**config.mk**
```make
export PLATFORM = sky130hd
export DESIGN_NAME = crc16_crc32_calc_unit
export DESIGN_NICKNAME = d
export VERILOG_FILES = /design/src/pkg/crc_calc_pkg.sv /design/src/verilog/crc16_crc32_calc_unit.sv
export SDC_FILE = /design/constraint.sdc
export NUM_CORES = 1
export LEC_CHECK = 0
export ABC_AREA = 1
export ABC_CLOCK_PERIOD_IN_PS = 6610
export CORE_UTILIZATION = 57
export CTS_BUF_LIST = sky130_fd_sc_hd__clkbuf_4
export DETAILED_ROUTE_END_ITERATION = 10
export DONT_BUFFER_PORTS = 1
export PLACE_DENSITY = 0.73
export SLEW_MARGIN = 40
export SYNTH_ARGS = -nofsm -noshare
export SYNTH_HDL_FRONTEND = slang
export SYNTH_SLANG_ARGS = --single-unit
```
**constraint.sdc**
```tcl
create_clock -name clk -period 6.61 [get_ports clk]
set_clock_uncertainty 0.1 [all_clocks]
set_input_delay 0.661 -clock clk [delete_from_list [all_inputs] [get_ports clk]]
set_output_delay 0.661 -clock clk [all_outputs]
set_load 0.01 [all_outputs]
```
**src/pkg/crc_calc_pkg.sv**
```systemverilog
// Shared constants and types for the checksum calculation unit
package crc_calc_pkg;

  // Generator polynomials
  localparam logic [31:0] POLY_CRC16  = 32'h0000_8005;
  localparam logic [31:0] POLY_CCITT  = 32'h0000_1021;
  localparam logic [31:0] POLY_CRC32  = 32'h04c1_1db7;

  // Reset value of the running checksum
  localparam logic [31:0] SEED_RESET  = 32'h0000_0000;

  // Polynomial select encodings
  typedef enum logic [1:0] {
    MODE_CRC16 = 2'b00,
    MODE_CCITT = 2'b01,
    MODE_CRC32 = 2'b10
  } crc_mode_t;

  // Access size encodings, as on the system bus size field
  typedef enum logic [1:0] {
    SIZE_BYTE = 2'b00,
    SIZE_HALF = 2'b01,
    SIZE_WORD = 2'b10
  } data_size_t;

  // Engine states
  typedef enum logic [0:0] {
    ST_IDLE = 1'b0,
    ST_BUSY = 1'b1
  } eng_state_t;

  // Bytes per access size
  localparam logic [2:0] BYTES_BYTE = 3'h1;
  localparam logic [2:0] BYTES_HALF = 3'h2;
  localparam logic [2:0] BYTES_WORD = 3'h4;

  // Buffer depth
  localparam int BUF_DEPTH = 2;

endpackage : crc_calc_pkg

```
**src/verilog/crc16_crc32_calc_unit.sv**
```systemverilog
// Checksum calculation unit: byte-serial CRC16/CCITT/CRC32 engine
// Functional notes
// - CRC16 mode uses polynomial 0x8005
// - CCITT mode uses polynomial 0x1021
// - CRC32 mode uses polynomial 0x04C11DB7
// - Optional complement, byte, bit reverse both ways
// - Absorb only bytes of the written size
// - Programmable seed starts subsequent calculation
// - Byte in one cycle, word in four
// - Accept back-to-back data writes from DMA
// - Result is 16 or 32 bits wide
`timescale 1ns/10ps

module crc16_crc32_calc_unit
  import crc_calc_pkg::*;
(
  input  wire logic        clk,            // System clock, 100 MHz
  input  wire logic        nrst,           // Asynchronous reset, active low
  input  wire logic [1:0]  mode,           // Polynomial select
  input  wire logic        data_cmpl,      // Complement incoming data
  input  wire logic        data_byte_rev,  // Reverse byte order of incoming data
  input  wire logic        data_bit_rev,   // Reverse bits within each data byte
  input  wire logic        sum_cmpl,       // Complement the result
  input  wire logic        sum_byte_rev,   // Reverse byte order of the result
  input  wire logic        sum_bit_rev,    // Reverse bit order of the result
  input  wire logic        seed_wr,        // Seed load strobe
  input  wire logic [31:0] seed_data,      // Seed value
  input  wire logic        in_valid,       // Data write offered
  input  wire logic [31:0] in_data,        // Data word, lowest lane first
  input  wire logic [1:0]  in_size,        // Access size of the write
  output logic             in_ready,       // Buffer can take a write
  output logic [31:0]      result,         // Checksum after output transforms
  output logic             busy            // Engine or buffer holds work
);

  // Reset synchroniser
  logic rst_meta;            // First stage, read only by second stage
  logic rst_sync_n;          // Released reset used everywhere
  always_ff @(posedge clk or negedge nrst) begin
    if (!nrst) begin
      rst_meta   <= 1'b0;
      rst_sync_n <= 1'b0;
    end else begin
      rst_meta   <= 1'b1;
      rst_sync_n <= rst_meta;
    end
  end

  // Reverse bits inside each byte of a word
  function automatic logic [31:0] bit_rev_bytes(input logic [31:0] w);
    logic [31:0] r;
    r = '0;
    for (int b = 0; b < 4; b++) begin
      for (int i = 0; i < 8; i++) begin
        r[b*8+i] = w[b*8+7-i];
      end
    end
    return r;
  endfunction : bit_rev_bytes

  // Reverse bits of a whole word
  function automatic logic [31:0] bit_rev_word(input logic [31:0] w);
    logic [31:0] r;
    r = '0;
    for (int i = 0; i < 32; i++) begin
      r[i] = w[31-i];
    end
    return r;
  endfunction : bit_rev_word

  // Swap byte order over the given number of bytes
  function automatic logic [31:0] byte_swap(input logic [31:0] w, input logic [2:0] n);
    logic [31:0] r;
    r = w;
    if (n == BYTES_HALF) begin
      r = {16'h0000, w[7:0], w[15:8]};
    end else if (n == BYTES_WORD) begin
      r = {w[7:0], w[15:8], w[23:16], w[31:24]};
    end
    return r;
  endfunction : byte_swap

  // Bytes carried by an access size
  function automatic logic [2:0] size_bytes(input logic [1:0] s);
    logic [2:0] n;
    n = BYTES_BYTE;
    if (s == SIZE_HALF) begin
      n = BYTES_HALF;
    end else if (s == SIZE_WORD) begin
      n = BYTES_WORD;
    end
    return n;
  endfunction : size_bytes

  // One byte step of the MSB-first CRC shift register
  function automatic logic [31:0] crc_byte(input logic [31:0] c, input logic [7:0] d,
                                            input logic [1:0] m);
    logic [31:0] r;
    logic        fb;
    r = c;
    fb = 1'b0;
    for (int i = 7; i >= 0; i--) begin
      if (m == MODE_CRC32) begin
        fb = r[31] ^ d[i];
        r  = {r[30:0], 1'b0} ^ (fb ? POLY_CRC32 : 32'h0000_0000);
      end else begin
        fb = r[15] ^ d[i];
        r  = {16'h0000, r[14:0], 1'b0} ^ (fb ? (m == MODE_CCITT ? POLY_CCITT
                                                 : POLY_CRC16)
                                             : 32'h0000_0000);
      end
    end
    return r;
  endfunction : crc_byte

  // Two-entry input buffer; stalls the writer when full
  logic [31:0] buf_data [BUF_DEPTH];   // Stored data words
  logic [2:0]  buf_len  [BUF_DEPTH];   // Stored byte counts
  logic [1:0]  buf_cnt;                // Occupied entries
  logic        buf_wptr;               // Write index
  logic        buf_rptr;               // Read index
  logic [1:0]  next_buf_cnt;
  logic        next_buf_wptr;
  logic        next_buf_rptr;
  logic        buf_push;               // Write accepted this cycle
  logic        buf_pop;                // Engine takes head entry
  logic        next_in_ready;
  logic [31:0] in_xform;               // Input after data transforms

  // Engine state
  eng_state_t  state;
  eng_state_t  next_state;
  logic [31:0] shreg;                  // Data bytes still to absorb
  logic [31:0] next_shreg;
  logic [2:0]  left;                   // Bytes still to absorb
  logic [2:0]  next_left;
  logic [31:0] crc;                    // Running remainder
  logic [31:0] next_crc;
  logic [31:0] next_result;
  logic        next_busy;

  // Input data transforms applied once at the buffer entry
  always_comb begin
    in_xform = in_data;
    if (data_cmpl) begin
      in_xform = ~in_xform;
    end
    if (data_bit_rev) begin
      in_xform = bit_rev_bytes(in_xform);
    end
    if (data_byte_rev) begin
      in_xform = byte_swap(in_xform, size_bytes(in_size));
    end
  end

  // Buffer pointer and count next values
  always_comb begin
    buf_push      = in_valid && in_ready;
    buf_pop       = (buf_cnt != 2'h0) && (state == ST_IDLE || left == BYTES_BYTE);
    next_buf_wptr = buf_push ? ~buf_wptr : buf_wptr;
    next_buf_rptr = buf_pop ? ~buf_rptr : buf_rptr;
    next_buf_cnt  = buf_cnt;
    if (buf_push && !buf_pop) begin
      next_buf_cnt = buf_cnt + 2'h1;
    end else if (!buf_push && buf_pop) begin
      next_buf_cnt = buf_cnt - 2'h1;
    end
    // Ready registered, so it may only claim room that is certain
    next_in_ready = (next_buf_cnt < 2'(BUF_DEPTH));
  end

  // Buffer storage and pointers
  always_ff @(posedge clk or negedge rst_sync_n) begin
    if (!rst_sync_n) begin
      buf_cnt  <= 2'h0;
      buf_wptr <= 1'b0;
      buf_rptr <= 1'b0;
      in_ready <= 1'b0;
      for (int i = 0; i < BUF_DEPTH; i++) begin
        buf_data[i] <= 32'h0000_0000;
        buf_len[i]  <= 3'h0;
      end
    end else begin
      buf_cnt  <= next_buf_cnt;
      buf_wptr <= next_buf_wptr;
      buf_rptr <= next_buf_rptr;
      in_ready <= next_in_ready;
      if (buf_push) begin
        buf_data[buf_wptr] <= in_xform;
        buf_len[buf_wptr]  <= size_bytes(in_size);
      end
    end
  end

  // Engine: one byte per cycle from the lowest lane upward
  always_comb begin
    next_state = state;
    next_shreg = shreg;
    next_left  = left;
    next_crc   = crc;
    case (state)
      ST_IDLE: begin
        if (buf_pop) begin
          // First byte absorbed in the cycle the entry is taken
          next_crc   = crc_byte(crc, buf_data[buf_rptr][7:0], mode);
          next_shreg = {8'h00, buf_data[buf_rptr][31:8]};
          next_left  = buf_len[buf_rptr] - 3'h1;
          next_state = (next_left == 3'h0) ? ST_IDLE : ST_BUSY;
        end
      end
      ST_BUSY: begin
        next_crc  = crc_byte(crc, shreg[7:0], mode);
        if (left == BYTES_BYTE && buf_pop) begin
          // Last byte done; chain into the next entry without a gap
          next_shreg = buf_data[buf_rptr];
          next_left  = buf_len[buf_rptr];
        end else begin
          next_shreg = {8'h00, shreg[31:8]};
          next_left  = left - 3'h1;
          next_state = (left == BYTES_BYTE) ? ST_IDLE : ST_BUSY;
        end
      end
      default: begin
        next_state = ST_IDLE;
      end
    endcase
    // Seed write overrides this cycle's byte step; bytes still in flight fold into the seed
    if (seed_wr) begin
      next_crc = seed_data;
    end
    if (mode != MODE_CRC32) begin
      next_crc = {16'h0000, next_crc[15:0]};
    end
  end

  // Output transforms; pure view of the remainder
  always_comb begin
    next_result = next_crc;
    if (sum_bit_rev) begin
      next_result = bit_rev_word(next_result);
      if (mode != MODE_CRC32) begin
        next_result = {16'h0000, next_result[31:16]};
      end
    end
    if (sum_byte_rev) begin
      next_result = byte_swap(next_result, (mode == MODE_CRC32) ? BYTES_WORD
                                                                : BYTES_HALF);
    end
    if (sum_cmpl) begin
      next_result = ~next_result;
    end
    if (mode != MODE_CRC32) begin
      next_result = {16'h0000, next_result[15:0]};
    end
    next_busy = (next_state == ST_BUSY) || (next_buf_cnt != 2'h0);
  end

  // Engine registers
  always_ff @(posedge clk or negedge rst_sync_n) begin
    if (!rst_sync_n) begin
      state  <= ST_IDLE;
      shreg  <= 32'h0000_0000;
      left   <= 3'h0;
      crc    <= SEED_RESET;
      result <= SEED_RESET;
      busy   <= 1'b0;
    end else begin
      state  <= next_state;
      shreg  <= next_shreg;
      left   <= next_left;
      crc    <= next_crc;
      result <= next_result;
      busy   <= next_busy;
    end
  end

endmodule : crc16_crc32_calc_unit
```
After elaboration in Yosys (flattened, before gate mapping). Cells that the tools add are included.

Add/subtract/negate cells: 4. Magnitude comparators: 4. Equality and inequality tests: 11. Muxes and demuxes: 116. Bitwise operators: 71. Reduce and logical (&&, ||, !) cells: 13.

Operator list (count): 2-to-1 mux 32 bit (73); XOR 32 x 27 -> 32 bit (16); XOR 16 x 32 -> 32 bit (15); 2-to-1 mux 27 bit (16); case mux 32 bit (2 select lines) (2); bitwise mux 64 bit (1); NOT 32 bit (2); 2-to-1 mux 3 bit (11); demux 32 bit (select 1 bit) (1); 2-to-1 mux 16 bit (2); XOR 1 bit (32); XOR 16 bit (1); bitwise mux 6 bit (1); equality test 3 x 2 -> 1 bit (second input constant) (2); equality test 3 bit (second input constant) (2); logical AND 1 bit (6); case mux 3 bit (2 select lines) (1); subtractor 3 x 1 -> 3 bit (second input constant) (2); equality test 2 x 1 -> 1 bit (second input constant) (2); equality test 2 bit (second input constant) (2); >= comparator 2 bit (second input constant) (2); 2-to-1 mux 1 bit (4); 2-to-1 mux 2 bit (2); != test 2 bit (second input constant) (2); 13 further kinds (19).

Register bits: 178. Input bits: 78. Output and inout port bits: 34. Logic and storage cells: 235.

Longest topological paths before layout.
Depth after elaboration: 62. Mapped depth: 40. Gate-level depth less buffers: 39.

Least setup slack after synthesis. OpenSTA, ideal clock, no wires.

Path type: input to register. Start: in mode[1]. End: reg result[7]. Setup time: 0.139 ns. Arrival: 3.424 ns. Required time: 6.371 ns. Setup slack: 2.947 ns. Cell stages on the path: 32. Buffers on the path: 0. Cell sequence: xnor2_4 > nand3_2 > nand2_1 > nand4_1 > nand2_1 > nand2_2 > nand3_1 > nand4_2 > nand2_2 > nand2_2 > nand2_4 > nand3_4 > nand2_2 > nand2_2 > nand2_2 > nand3_1 > nand2_2 > nand3_4 > nand2_2 > nand2_2 > a21oi_2 > or2_1 > nand2_1 > nand2_1 > nand2_2 > nand2_4 > inv_2 > nand2_2 > nand2_2 > nand2_1 > nand2_1 > xor2_1.

Elaborated cells on any way between the ends: 144. Classes of those cells: eq/ne: 5; mux: 80; bitwise: 59.

RTL lines: from (decl) (line crc16_crc32_calc_unit.sv:19) `input wire logic [1:0] mode,`; equality test 2 x 1 -> 1 bit (line crc16_crc32_calc_unit.sv:108) `r = {16'h0000, r[14:0], 1'b0} ^ (fb ? (m == MODE_CCITT ? POLY_CCITT`; 2-to-1 mux 16 bit (line crc16_crc32_calc_unit.sv:108); 2-to-1 mux 32 bit (line crc16_crc32_calc_unit.sv:108); XOR 16 x 32 -> 32 bit (line crc16_crc32_calc_unit.sv:108); 2-to-1 mux 32 bit (line crc16_crc32_calc_unit.sv:103) `if (m == MODE_CRC32) begin`; 2-to-1 mux 32 bit (line crc16_crc32_calc_unit.sv:203) `if (buf_pop) begin`; 2-to-1 mux 32 bit (line crc16_crc32_calc_unit.sv:201) `case (state)`; XOR 1 bit (line crc16_crc32_calc_unit.sv:107) `fb = r[15] ^ d[i];`; [43 not listed]; net next_crc[15] (line crc16_crc32_calc_unit.sv:138) `logic [31:0] next_crc;`; 2-to-1 mux 32 bit * (line crc16_crc32_calc_unit.sv:239) `if (sum_bit_rev) begin`; 2-to-1 mux 32 bit * (line crc16_crc32_calc_unit.sv:75) `if (n == BYTES_HALF) begin`; 2-to-1 mux 32 bit * (line crc16_crc32_calc_unit.sv:245) `if (sum_byte_rev) begin`; NOT 32 bit (line crc16_crc32_calc_unit.sv:250) `next_result = ~next_result;`; 2-to-1 mux 32 bit * (line crc16_crc32_calc_unit.sv:249) `if (sum_cmpl) begin`; 2-to-1 mux 32 bit * (line crc16_crc32_calc_unit.sv:252) `if (mode != MODE_CRC32) begin`; net next_result[7] (line crc16_crc32_calc_unit.sv:139) `logic [31:0] next_result;`; to (signal assigned) (line crc16_crc32_calc_unit.sv:272) `result <= next_result;`; to (decl) (line crc16_crc32_calc_unit.sv:32) `output logic [31:0] result,`.

Mark *: on every way through the listed nets, which the timed path passes. The rest lies on a longest branch. The select of a mux whose other input is x is not followed. A chain may end at the register's enable or synchronous reset.

Worst setup path in the final report.
Start: reg buf_rptr. End: reg result[1].

Cells in the longest elaborated chain, start to end: 62. Elaborated cells on any way between the ends: 86. Classes of those cells: mux: 52; bitwise: 34.

RTL lines: from (decl) (line crc16_crc32_calc_unit.sv:121) `logic buf_rptr;`; from (signal assigned) (line crc16_crc32_calc_unit.sv:186) `buf_rptr <= next_buf_rptr;`; NOT 1 -> 2 bit (implied by the code) * (line crc16_crc32_calc_unit.sv:205) `next_crc = crc_byte(crc, buf_data[buf_rptr][7:0], mode);`; 2-to-1 mux 32 bit * (3 in a row); XOR 1 bit (line crc16_crc32_calc_unit.sv:107); 2-to-1 mux 32 bit (line crc16_crc32_calc_unit.sv:108); XOR 16 x 32 -> 32 bit (line crc16_crc32_calc_unit.sv:108); 2-to-1 mux 32 bit (line crc16_crc32_calc_unit.sv:103); 2-to-1 mux 32 bit (line crc16_crc32_calc_unit.sv:203); 2-to-1 mux 32 bit (line crc16_crc32_calc_unit.sv:201); [44 not listed]; net next_crc[6] (line crc16_crc32_calc_unit.sv:138); [1 not listed]; 2-to-1 mux 32 bit * (line crc16_crc32_calc_unit.sv:239); 2-to-1 mux 32 bit (line crc16_crc32_calc_unit.sv:77) `end else if (n == BYTES_WORD) begin`; 2-to-1 mux 32 bit * (line crc16_crc32_calc_unit.sv:75); 2-to-1 mux 32 bit * (line crc16_crc32_calc_unit.sv:245); NOT 32 bit (line crc16_crc32_calc_unit.sv:250); 2-to-1 mux 32 bit * (line crc16_crc32_calc_unit.sv:249); 2-to-1 mux 32 bit * (line crc16_crc32_calc_unit.sv:252); net next_result[1] (line crc16_crc32_calc_unit.sv:139).

Marks and branches as above.

==> run_results.csv <==
group,metric,value,unit
run_status,status,"finished clean",
drt,drt-total-wl,48.2,mm
logic_synthesis,synth_top_area_share,0.315,
worst_setup_path,cp-startpoint,"buf_rptr",
logic_synthesis,synth.distinct_cells,55,
power,switchingPower,4.36,mW
timing,min_period,5.08,ns
finish,final_core_util,0.597,
grt,grt_usage,0.383,
timing,drv_slew,0,
timing,slew_headroom,0.414,
clocking,insertion_delay,0.60,ns
power,powerDensity,527,mW/mm^2
finish,syn_to_final_growth,2.89,%
place,dp_slack,1.53,ns
place,numPortBuffers,0,
worst_setup_path,start_kind,"register",
timing,setup_tns,0,ns
drt,drc_errors,0,
worst_setup_path,cp-end-kind,"register",
drt,wire_per_inst,20.7,um
drt,drtPass1Iterations,5,
place,dp_hpwl,36.2,mm
worst_setup_path,cp.required,7.01,ns
logic_synthesis,yosysWarnings,0,
floorplanning,start_util,0.581,
floorplanning,fp.dieW,159,um
clocking,cts_sinks,178,
clocking,ctsHoldBuffers,1,
floorplanning,ios,112,
floorplanning,die-area,0.0254,mm^2
clocking,numCtsBuffers,17,
grt,grt_pass1_vias,12700,
clocking,cts_max_path_buffers,2,
timing,hold_violations,0,
grt,grt_pass1_wl,74.5,mm
worst_setup_path,r2r_start,"buf_rptr",
floorplanning,coreArea,0.0243,mm^2
floorplanning,die_h,159,um
power,vdd_drop_max,0.328,mV
logic_synthesis,async_flop_share,1.00,
place,gp_congestion,1.05,
logic_synthesis,synth_most_common_cell,"nand2_1",
floorplanning,rows,57,
timing,post-route-worst-setup-slack,1.53,ns
power,clkPwrFrac,0.086,
drt,ant_nets,0,
finish,fin_nets,2074,
worst_setup_path,critPathMaxFanout,33,
power,seq_power_share,0.239,
logic_synthesis,ys_ff_latch,178,
grt,gr-total-overflow,0,
clocking,postCtsSetupRepairBufs,0,
logic_synthesis,synth_fp_nets,2148,
drt,first_iter_violations,1631,
worst_setup_path,slowest_delay,0.55,ns
timing,post-route-period-util,0.769,
logic_synthesis,synth_cells,2063,
timing,max_freq,197,MHz
worst_setup_path,crit_type,"register to register",
timing,setup_viol,0,
worst_setup_path,crit_top_cell,"nand2_1",
logic_synthesis,synth_seq_area_share,0.315,
clocking,cts_root_buf,"clkbuf_4",
finish,n_fill_cell,2311,
logic_synthesis,synth_area_leaders,"dfrtp_1 (32%), nand2_1 (14%), o21ai_0 (9.1%)",
grt,grt_max_degree,77,
logic_synthesis,synth_common_cells,"nand2_1 (544), o21ai_0 (257), inv_1 (191)",
min_path,hp-class,"primary input to register",
logic_synthesis,ys.flop_type,"dfrtp_1",
drt,via_per_inst,6.01,
power,p_leak,7.10,nW
timing,rsz0062_at_grt,"false",
worst_setup_path,path_delay_family,"simple AND/OR/NAND/NOR gates",
finish,drive_gt1_frac,0.0964,
logic_synthesis,syn_avg_cell_area,6.84,um^2
clocking,cts_tree,"built",
logic_synthesis,yosys.area.top_type,"dfrtp_1",
clocking,clkTransAtPathRegs,0.17,ns
timing,worst_pin_slew,0.876,ns
worst_setup_path,slowest_stage,"dfrtp_1",
run,drv_cap,0,
drt,vias,14000,
clocking,htreeDepth,4,
power,p_int,3.29,mW
worst_setup_path,path_cells,"buf_4 -> inv_4 -> or2_2 -> o21ai_1 -> inv_1 -> nand2_1 -> nand2_1 -> inv_1 -> nor2_2 -> inv_1 -> xor2_1 -> xor2_1 -> xor2_1 -> o21ai_0 -> nand2_1 -> nand2_1 -> nand2_1 -> nand3_1 -> o21ai_0 -> nor2_1 -> o31ai_1 -> xor2_1",
clocking,ctsResizeCount,0,
power,combPwrFrac,0.675,
logic_synthesis,synth_edf_count,0,
logic_synthesis,syn-cell-area,0.0141,mm^2
worst_setup_path,cp_data_arrival_time,5.48,ns
power,p_sw_frac,0.570,
min_path,worstHoldStart,"sum_cmpl",
grt,grt_antenna_before_repair,1,
worst_setup_path,worst-path-buf-inv,5,
## cells in the final DEF, fill, tap and decap left out, drive strengths merged, types with 2 or more instances in the layout
cell type | Yosys | routed
a21oi | 101 | 101
o21a | 2 | 2
o221ai | 11 | 11
mux2i | 6 | 6
nor2 | 91 | 91
clkbuf | 74 | 17
clkinv | 7 | 11
o22ai | 18 | 18
o21ai | 289 | 289
or2 | 37 | 37
xor2 | 105 | 105
clkinvlp | 0 | 2
a22oi | 21 | 21
a21o | 2 | 2
o211ai | 34 | 34
ha | 7 | 7
dfrtp | 178 | 178
a31oi | 6 | 6
nand3 | 157 | 157
nand4 | 15 | 15
xnor2 | 61 | 61
nand2 | 579 | 579
inv | 210 | 218
o31ai | 3 | 3
buf | 40 | 20
## worst paths after layout
kind	end	slack, ns	depth (start not counted)
hold reg to reg	buf_data[53]	0.26	0
setup / recovery	result[1]	1.53	22
min in group asynchronous	rst_sync_n	0.20	1
max in group asynchronous	crc[17]	4.99	1
setup reg to reg	result[1]	1.53	22
hold / removal	result[10]	0.07	2
## worst reg2reg max path: stages, from the launching register on
cell,delay (ns)
dfrtp_1,0.55
buf_4,0.34
inv_4,0.23
or2_2,0.34
o21ai_1,0.34
inv_1,0.23
nand2_1,0.11
nand2_1,0.20
inv_1,0.16
nor2_2,0.08
inv_1,0.23
xor2_1,0.21
xor2_1,0.24
xor2_1,0.35
o21ai_0,0.14
nand2_1,0.12
nand2_1,0.13
nand2_1,0.10
nand3_1,0.08
o21ai_0,0.22
nor2_1,0.08
o31ai_1,0.26
xor2_1,0.20
## metrics by stage
stage	instances	area (um^2)	power, mW	hold slack [ns]
2_1_floorplan	2063	14100	5.39	0.231
4_1_cts	2326	14500	7.50	0.0525
3_5_place_dp	2293	14200	6.83	0.242
5_1_grt	2327	14500	8.21	0.0574
6_report	2327	14500	7.66	0.0733
3_3_place_gp	2293	14200	6.79	0.244
## cells by family (layout without fill, tap and decap cells)
| family | count (synthesis) | in the layout | synth area share |
|---|---|---|---|
| simple gates | 881 | 881 | 0.279 |
| compound gates | 493 | 493 | 0.196 |
| buf+inv | 331 | 270 | 0.0916 |
| flops | 178 | 178 | 0.315 |
| xor+xnor | 166 | 166 | 0.107 |
| fa+ha+maj | 7 | 7 | 0.00620 |
| mux | 6 | 6 | 0.00425 |
| other cells | 1 | 2 | 0.000266 |
## state kept, by name, summed over array words and instances, names as in the netlist
register and flops:
buf_data 64, crc 32, result 32, shreg 32
buf_len 6, left 3, buf_cnt 2, buf_rptr 1
buf_wptr 1, busy 1, in_ready 1, rst_meta 1
rst_sync_n 1, state 1
## power groups by stage
| stage | Sequential, mW | Clock, mW | Combinational (mW) |
|---|---|---|---|
| after floorplan | 1.70 | 0 | 3.69 |
| after global placement | 1.83 | 0 | 4.96 |
| after detailed placement | 1.84 | 0 | 4.99 |
| after CTS | 1.82 | 0.663 | 5.02 |
| after global routing | 1.87 | 0.699 | 5.64 |
| final | 1.83 | 0.659 | 5.17 |
## final cells by class
class	instances	area, um^2	share of cell area
tap	324	405	0.0279
clock buffer	17	128	0.00878
inverter	217	822	0.0566
multi-input combinational	1554	8380	0.577
clock inverter	15	166	0.0115
antenna	1	2.50	0.000172
sequential	178	4460	0.307
timing repair buffer	21	164	0.0113
## metal layers
metal	global-route usage	wire, um	part of all wire
met3	0.0701	5000	0.10
met4	0.137	1740	0.036
met5	0	0	0
met2	0.536	19800	0.41
met1	0.584	21700	0.45
(Power assumes the default switching activity.)
